## src/core/rcpd_pkg.sv

```systemverilog
// Purpose: constants and types of the ranging command parameter decoder
// Assumes: 250 MHz core clock, APB with 32-bit data
// Notes: register indices are word indices; byte address is index times 4
package rcpd_pkg;
    localparam int ADDR_W = 8;
    localparam int DATA_W = 32;
    // register word indices
    localparam logic [5:0] IDX_DATA7 = 6'h08;
    localparam logic [5:0] IDX_DATA0 = 6'h0F;
    localparam logic [5:0] IDX_CMD = 6'h10;
    localparam logic [5:0] IDX_STATUS = 6'h11;
    localparam logic [5:0] IDX_IRQ_CLR = 6'h12;
    localparam logic [5:0] IDX_IRQ_EN = 6'h13;
    localparam logic [5:0] IDX_TAG = 6'h14;
    localparam logic [5:0] IDX_STATE = 6'h15;
    // commands
    localparam logic [7:0] CMD_NONE = 8'h00;
    localparam logic [7:0] CMD_MEAS = 8'h02;
    localparam logic [7:0] CMD_MEAS_CAL = 8'h03;
    localparam logic [7:0] CMD_RESET = 8'h00;
    // parameter byte numbers
    localparam logic [2:0] BYTE_CAL = 3'h7;
    localparam logic [2:0] BYTE_ALG = 3'h6;
    localparam logic [2:0] BYTE_PERIOD = 3'h2;
    // calibration mask bits
    localparam int CAL_FACTORY_BIT = 0;
    localparam int CAL_STATE_BIT = 1;
    localparam logic [7:0] CAL_BLOCK_ADDR = 8'h20;
    // algorithm select bits
    localparam int ALG_HALF_BIT = 2;
    localparam int ALG_ATONCE_BIT = 4;
    localparam int ALG_COMBINE_BIT = 5;
    localparam int ALG_AWAKE_BIT = 7;
    // status, enable and clear layout
    localparam int STS_W = 2;
    localparam int STS_DONE = 0;
    localparam int STS_ABORT = 1;
    localparam logic [STS_W-1:0] STS_RESET = 2'h0;
    // timing
    localparam int CLK_MHZ = 250;
    localparam int PERIOD_UNIT_MS = 1;
    localparam int RANGE_TIME_US = 1000;
    localparam int MS_CYC_DEF = PERIOD_UNIT_MS * CLK_MHZ * 1000;
    localparam int RANGE_CYC_DEF = RANGE_TIME_US * CLK_MHZ;
    typedef enum logic [1:0] {
        ST_IDLE = 2'b00,
        ST_RANGE = 2'b01,
        ST_WAIT = 2'b11
    } rcpd_state_t;
endpackage

```

## src/core/rcpd_cfg_if.sv

```systemverilog
// Purpose: parameter bytes in, decoded measurement options out
// Assumes: one clock domain, purely combinational decode
// Notes: src is the register side, dec is the decoder
`timescale 1ns/1ps
interface rcpd_cfg_if;
    logic [7:0] calMask;
    logic [7:0] algSel;
    logic useCal;
    logic factoryCal;
    logic algState;
    logic halfRate;
    logic atOnce;
    logic combine;
    logic stayAwake;
    modport src (output calMask, algSel, useCal,
        input factoryCal, algState, halfRate, atOnce, combine, stayAwake);
    modport dec (input calMask, algSel, useCal,
        output factoryCal, algState, halfRate, atOnce, combine, stayAwake);
endinterface

```

## src/core/rcpd_decode.sv

```systemverilog
// Purpose: decode calibration mask and algorithm select bytes
// Assumes: bytes are stable registers of the top module
// Notes: reserved algorithm bits 3 and 6 are ignored
`timescale 1ns/1ps
module rcpd_decode
    import rcpd_pkg::*;
(
    // parameter bytes and decoded options
    rcpd_cfg_if.dec cfg
);
    // mask byte only counts for the calibrated command
    assign cfg.factoryCal = cfg.useCal & cfg.calMask[CAL_FACTORY_BIT];
    assign cfg.algState = cfg.useCal & cfg.calMask[CAL_STATE_BIT];
    assign cfg.halfRate = cfg.algSel[ALG_HALF_BIT];
    assign cfg.atOnce = cfg.algSel[ALG_ATONCE_BIT];
    assign cfg.combine = cfg.algSel[ALG_COMBINE_BIT];
    assign cfg.stayAwake = cfg.algSel[ALG_AWAKE_BIT];
endmodule // rcpd_decode

```

## src/core/rcpd_top.sv

```systemverilog
// Purpose: APB register file and measurement sequencer of the ranging command
// Assumes: host writes parameter bytes before the command byte
// Notes: one clock; abort pin is synchronised with three flip-flops
//
// Added by the designer: the address map and the APB slave port.
`timescale 1ns/1ps
module rcpd_top
    import rcpd_pkg::*;
#(
    parameter int MS_CYC = MS_CYC_DEF,
    parameter int RANGE_CYC = RANGE_CYC_DEF
)
(
    // clock and reset
    input wire logic core_clk,
    input wire logic srst,
    // apb slave
    input wire logic psel,
    input wire logic penable,
    input wire logic pwrite,
    input wire logic [rcpd_pkg::ADDR_W-1:0] paddr,
    input wire logic [rcpd_pkg::DATA_W-1:0] pwdata,
    output logic [rcpd_pkg::DATA_W-1:0] prdata,
    output logic pready,
    output logic pslverr,
    // abort pin from outside
    input wire logic abortPin,
    // measurement controls
    output logic capturing,
    output logic emitterHalfRate,
    output logic combinedCapture,
    output logic standbyReq,
    output logic factoryCalUsed,
    output logic algStateUsed,
    output logic [7:0] calBlockAddr,
    // interrupt
    output logic irq
);
    import rcpd_pkg::*;

    logic [7:0] cmdData [8];
    logic [7:0] command, tag, period;
    logic [STS_W-1:0] irqStatus, irqEnable;
    rcpd_state_t state;
    logic [31:0] rangeCnt, periodCnt, rangeTarget, periodTarget;
    logic atOnce, abortLate, awake, pinLevel, pinRise, addrOk, wrEn, clrWr;
    logic start, stop, rangeEnd, periodDone, setDone, setAbort, next_err;
    logic [2:0] pinSync;
    logic [5:0] idx;
    logic [DATA_W-1:0] next_prdata;

    rcpd_cfg_if cfg ();

    rcpd_decode u_decode (
        .cfg(cfg.dec)
    );

    assign cfg.calMask = cmdData[BYTE_CAL];
    assign cfg.algSel = cmdData[BYTE_ALG];
    assign cfg.useCal = (command == CMD_MEAS_CAL);

    // apb decode
    assign idx = paddr[7:2];
    assign addrOk = (paddr[1:0] == 2'h0) && (idx >= IDX_DATA7)
        && (idx <= IDX_STATE);
    assign wrEn = psel & penable & pready & pwrite & addrOk;
    assign clrWr = wrEn && (idx == IDX_IRQ_CLR);

    always_comb
    begin
        next_prdata = '0;
        next_err = ~addrOk;
        if (idx >= IDX_DATA7 && idx <= IDX_DATA0)
            next_prdata[7:0] = cmdData[3'(IDX_DATA0 - idx)];
        else if (idx == IDX_CMD)
            next_prdata[7:0] = command;
        else if (idx == IDX_STATUS)
            next_prdata[STS_W-1:0] = irqStatus;
        else if (idx == IDX_IRQ_EN)
            next_prdata[STS_W-1:0] = irqEnable;
        else if (idx == IDX_TAG)
            next_prdata[7:0] = tag;
        else if (idx == IDX_STATE)
            next_prdata[1:0] = state;
    end

    // zero wait: ready is raised by the setup cycle itself
    always_ff @(posedge core_clk)
    begin
        if (srst)
        begin
            pready <= 1'b0;
            pslverr <= 1'b0;
            prdata <= '0;
        end
        else
        begin
            pready <= psel & ~penable;
            pslverr <= psel & ~penable & next_err;
            prdata <= (psel & ~penable & ~pwrite) ? next_prdata : '0;
        end
    end

    // parameter bytes, byte n sits at index 0x0F minus n
    genvar gi;
    generate
        for (gi = 0; gi < 8; gi++)
        begin : g_data
            always_ff @(posedge core_clk)
            begin
                if (srst)
                    cmdData[gi] <= 8'h00;
                else if (wrEn && idx == 6'(IDX_DATA0 - gi))
                    cmdData[gi] <= pwdata[7:0];
            end
        end
    endgenerate

    // command is taken one cycle after the write and then reads 0x00
    always_ff @(posedge core_clk)
    begin
        if (srst)
            command <= CMD_NONE;
        else if (wrEn && idx == IDX_CMD)
            command <= pwdata[7:0];
        else
            command <= CMD_NONE;
    end

    assign start = (command == CMD_MEAS) || (command == CMD_MEAS_CAL);
    // explicit write of 0x00 ends a repeating series
    assign stop = wrEn && (idx == IDX_CMD) && (pwdata[7:0] == CMD_RESET);

    // abort pin: three flops, change counts when second and third agree
    always_ff @(posedge core_clk)
    begin
        if (srst)
        begin
            pinSync <= 3'h0;
            pinLevel <= 1'b0;
        end
        else
        begin
            pinSync <= {pinSync[1:0], abortPin};
            if (pinSync[1] == pinSync[2])
                pinLevel <= pinSync[2];
        end
    end
    assign pinRise = (pinSync[1] == pinSync[2]) & pinSync[2] & ~pinLevel;

    assign rangeTarget = emitterHalfRate ? 32'(2 * RANGE_CYC)
        : 32'(RANGE_CYC);
    assign periodTarget = 32'(period) * 32'(MS_CYC);
    assign rangeEnd = (state == ST_RANGE) && (rangeCnt >= rangeTarget - 1);
    assign periodDone = periodCnt >= periodTarget - 1;
    assign setDone = rangeEnd;
    // at-once mode reports on the pin, otherwise at completion
    assign setAbort = (state == ST_RANGE) &&
        ((atOnce && pinRise) || (!atOnce && rangeEnd && abortLate));

    // sequencer
    always_ff @(posedge core_clk)
    begin
        if (srst)
            state <= ST_IDLE;
        else if (stop)
            state <= ST_IDLE;
        else
            unique case (state)
                ST_IDLE:
                    if (start)
                        state <= ST_RANGE;
                ST_RANGE:
                    if (start)
                        state <= ST_RANGE;
                    else if (rangeEnd)
                    begin
                        if (period == 8'h00)
                            state <= ST_IDLE;
                        else if (periodDone)
                            state <= ST_RANGE;
                        else
                            state <= ST_WAIT;
                    end
                ST_WAIT:
                    if (start || periodDone)
                        state <= ST_RANGE;
                default: state <= ST_IDLE;
            endcase
    end

    // counters run from the start of each measurement
    always_ff @(posedge core_clk)
    begin
        if (srst)
        begin
            rangeCnt <= '0;
            periodCnt <= '0;
        end
        else if (start || (state != ST_RANGE && periodDone)
            || (rangeEnd && periodDone))
        begin
            rangeCnt <= '0;
            periodCnt <= '0;
        end
        else
        begin
            rangeCnt <= (state == ST_RANGE) ? rangeCnt + 32'h1 : '0;
            periodCnt <= periodCnt + 32'h1;
        end
    end

    // options are latched at the command so later byte writes wait
    always_ff @(posedge core_clk)
    begin
        if (srst)
        begin
            emitterHalfRate <= 1'b0;
            combinedCapture <= 1'b0;
            factoryCalUsed <= 1'b0;
            algStateUsed <= 1'b0;
            calBlockAddr <= 8'h00;
            atOnce <= 1'b0;
            period <= 8'h00;
        end
        else if (start)
        begin
            emitterHalfRate <= cfg.halfRate;
            combinedCapture <= cfg.combine;
            factoryCalUsed <= cfg.factoryCal;
            algStateUsed <= cfg.algState;
            calBlockAddr <= (cfg.factoryCal | cfg.algState)
                ? CAL_BLOCK_ADDR : 8'h00;
            atOnce <= cfg.atOnce;
            period <= cmdData[BYTE_PERIOD];
        end
    end

    always_ff @(posedge core_clk)
    begin
        if (srst)
            abortLate <= 1'b0;
        else if (start || rangeEnd)
            abortLate <= 1'b0;
        else if (state == ST_RANGE && pinRise && !atOnce)
            abortLate <= 1'b1;
    end

    // standby between measurements unless the awake option is latched
    always_ff @(posedge core_clk)
    begin
        if (srst)
        begin
            awake <= 1'b0;
            capturing <= 1'b0;
            standbyReq <= 1'b0;
        end
        else
        begin
            if (start)
                awake <= cfg.stayAwake;
            capturing <= (state == ST_RANGE);
            standbyReq <= (state == ST_WAIT) && !awake;
        end
    end

    // sticky status: a set in the same cycle as a clear wins
    always_ff @(posedge core_clk)
    begin
        if (srst)
        begin
            irqStatus <= STS_RESET;
            irqEnable <= STS_RESET;
            tag <= 8'h00;
            irq <= 1'b0;
        end
        else
        begin
            irqStatus <= (irqStatus & ~(clrWr ? pwdata[STS_W-1:0]
                : STS_RESET)) | {setAbort, setDone};
            if (wrEn && idx == IDX_IRQ_EN)
                irqEnable <= pwdata[STS_W-1:0];
            if (setDone)
                tag <= tag + 8'h01;
            irq <= |(irqStatus & irqEnable);
        end
    end
endmodule // rcpd_top

```

## config.mk

```make
export PLATFORM = sky130hd
export DESIGN_NAME = rcpd_top
export DESIGN_NICKNAME = d
export VERILOG_FILES = /design/src/core/rcpd_pkg.sv /design/src/core/rcpd_cfg_if.sv /design/src/core/rcpd_decode.sv /design/src/core/rcpd_top.sv
export SDC_FILE = /design/constraint.sdc
export NUM_CORES = 1
export LEC_CHECK = 0
export BUFFER_PORTS_ARGS = -buffer_cell sky130_fd_sc_hd__buf_2
export CAP_MARGIN = 20
export CORE_ASPECT_RATIO = 0.75
export CORE_MARGIN = 2
export CORE_UTILIZATION = 55
export CTS_CLUSTER_SIZE = 25
export DETAILED_ROUTE_END_ITERATION = 8
export GPL_ROUTABILITY_DRIVEN = 0
export PLACE_DENSITY = 0.88
export SETUP_SLACK_MARGIN = 0.05
export SYNTH_ARGS = -nofsm -noshare
export SYNTH_HDL_FRONTEND = slang
export SYNTH_SLANG_ARGS = --single-unit
```

## constraint.sdc

```tcl
create_clock -name core_clk -period 5.8 [get_ports core_clk]
set_input_delay 0.58 -clock core_clk [delete_from_list [all_inputs] [get_ports core_clk]]
set_output_delay 0.58 -clock core_clk [all_outputs]
set_load 0.01 [all_outputs]
```

==> reports/results.ini <==
[routing]
vias=9047
viasPerCell=6.06
drt_iter0_drc=939
antenna_left=0
wire_per_inst_um=18.8
drtPass1Iterations=6
route.top_layer_used=met4
wl_met1_um=11300
drt-total-wl_um=28100
dr_wl_met3_um=2320
drcViolationCount=0
met2WireLength_um=13300

[placement]
placedCellCount=1438
dpl_worst_slack_ns=-0.381
io_buffer_count=39
dp_hpwl_um=17700

[layout]
nFillCells=1341
fin_util=0.646
drive_above_1_share=0.201
syn2layout_area_growth_pct=16.1
mostFrequentLayoutCell=dfxtp_1
num-nets-final=1387
n_antenna_cell=0
stdcell_count=1494
final_cell_mix=dfxtp_1, nor2_1, ha_1

[synth]
synth.distinct_cells=76
netlist_area_um2=11200
ys_ff_latch=183
ys_seq_area_frac=0.385
async_reset_ff_frac=0
synth_cells=1134
yosysWarnings=0
synth_edf_count=64
ys.flop_type=dfxtp_1
syn_area_per_cell_um2=9.86

[timing]
setup_viol=66
slew_violations=0
min_period_over_period=1.08
setup_slack_ns=-0.463
fmaxAchievable_mhz=160
rsz0062_at_grt=true
hold_viol=0
finClkSkew_ns=0.0112
holdWs_ns=0.349
tightest_slew_ns=0.922
slew_headroom=0.379
min_period_ns=6.26

[setup_path]
cp-start-kind=flop
path_depth=26
rrSetupSlack_ns=-0.46
path_class=reg2reg
required_ns=6.18
cp_top_family=adder cells
setup.worst_path.end=rangeCnt[16]$_SDFF_PP0_
endpoint_kind=flop
crit_path_max_incr_delay_ns=0.58
worst_path_max_delay_cell=fa_1
startpoint=period[4]$_SDFFE_PP0N_
crit_buf_inv=7
reg2reg_depth=26
reg2reg_to=rangeCnt[16]$_SDFF_PP0_
crit_arrival_ns=6.65
cp_max_fo=8
r2r_start=period[4]$_SDFFE_PP0N_

[power_and_ir_drop]
seqPwrFrac=0.499
internal_power_uw=1980
p_comb_frac=0.038
switching_power_uw=713
clockPowerShare=0.463
ir_drop_v=0.000168
power.leakage_uw=0.00563
power.density_nw_per_um2=208
switching_share=0.264

[grt]
grt_use_total=0.259
grt_antenna_before_repair=0
grt_pass1_vias=8652
overflow=0
grt_max_degree=46
grt_pass1_wl_um=44200

[floorplanning]
coreArea_um2=20100
die_w_um=169
initial_core_util=0.556
die_h_um=127
ios=95
die_area_um2=21500
fp-row-count=45

[clocking]
numCtsBuffers=17
clock_path_buffers=2
cts_tree=built
cts_sinks=183
htreeDepth=4
cts-root-buf=clkbuf_16
cts_hold_buf=0
clkTransAtPathRegs_ns=0.08
clock_latency_ns=0.44

[status]
status=finished with violations
violations=setup timing

[run]
max_cap_violations=0

[hold_path]
min_path_type=in2reg

## sequential cells by signal, summed over array words and instances (netlist names), 2 cells and up
name	count
period	8
rangeCnt	32
periodCnt	32
tag	8
pinSync	3
irqEnable	2
state	2
cmdData	64
command	8
irqStatus	2
prdata	8
## worst min path at each step
stage                                  start  slack [ns]  cells past startpoint                     to
after detailed placement  awake$_SDFFE_PP0N_        0.42                      1  standbyReq$_SDFF_PP0_
after global routing                 penable        0.36                      2      pready$_SDFF_PP0_
final                                penable        0.35                      2      pready$_SDFF_PP0_
after global placement    awake$_SDFFE_PP0N_        0.41                      1  standbyReq$_SDFF_PP0_
after CTS                            penable        0.35                      2      pready$_SDFF_PP0_
after floorplan           awake$_SDFFE_PP0N_        0.40                      1  standbyReq$_SDFF_PP0_
## area by class of cell
type                    instances  area, um^2  share of cell area
repair buffers                105         757              0.0583
well taps                     258         323              0.0249
flip-flops and latches        183        4310               0.332
clock buffers                  17         425              0.0328
clock inverters                15         221              0.0171
multi-input cells             857        6720               0.518
inverters                      59         221              0.0171
## synthesized netlist by cell type (13+ instances only)
cell type,instances,area (um^2)
and3_1,16,100
inv_1,59,221
nand3_1,36,180
ha_1,101,1260
o21ai_0,18,90.1
nand4_1,36,225
edfxtp_1,64,1920
a21oi_1,41,205
nor2b_1,13,81.3
and2_1,80,500
clkbuf_1,22,82.6
xor2_1,48,420
fa_1,17,340
xnor2_1,48,420
nor2_1,123,462
mux4_2,16,360
buf_4,31,233
nand2_1,73,274
nor3_1,18,90.1
dfxtp_1,119,2380
## cells by family after synthesis
logic type | after synthesis | synth area share
buffers and inverters | 124 | 0.0530
xor gates and xnor gates | 97 | 0.0766
DFF | 183 | 0.385
AOI/OAI and AO/OA | 126 | 0.0782
adders and majority gates | 118 | 0.143
and+or+nand+nor | 452 | 0.215
muxes | 33 | 0.0484
other | 1 | 0.000335
## stage by stage
stage / TNS, ns / area (um^2) / power [uW]
after floorplan: 0 / 11300 / 1450
after global placement: -10.57 / 11800 / 1470
after detailed placement: -19.83 / 11800 / 1470
after CTS: -5.25 / 12800 / 2690
after global routing: -39.14 / 13000 / 2770
final: -25.04 / 13000 / 2700
## timing repair
| item | CTS | global route |
|---|---|---|
| resized for setup | 52 | 31 |
| gates cloned | 2 | 0 |
| setup buffers | 8 | 7 |
| setup endpoints to repair | 66 | 66 |
| pin swaps | 45 | 14 |
## power groups by stage
stage / clock (uW) / sequential [uW] / combinational [uW]
floorplan: 0 / 1370 / 80.1
global placement: 0 / 1370 / 93.4
detailed placement: 0 / 1380 / 96.6
CTS: 1250 / 1350 / 97.6
global route: 1310 / 1350 / 110
finish: 1250 / 1350 / 102
## metal layers
| layer | GRT usage | vias to the layer above |
|---|---|---|
| met5 | 0 | - |
| met4 | 0.110 | 0 |
| met3 | 0.0530 | 111 |
| met2 | 0.418 | 489 |
| met1 | 0.342 | 4334 |
| li1 | - | 4113 |
Power figures use the tool's default switching activity.
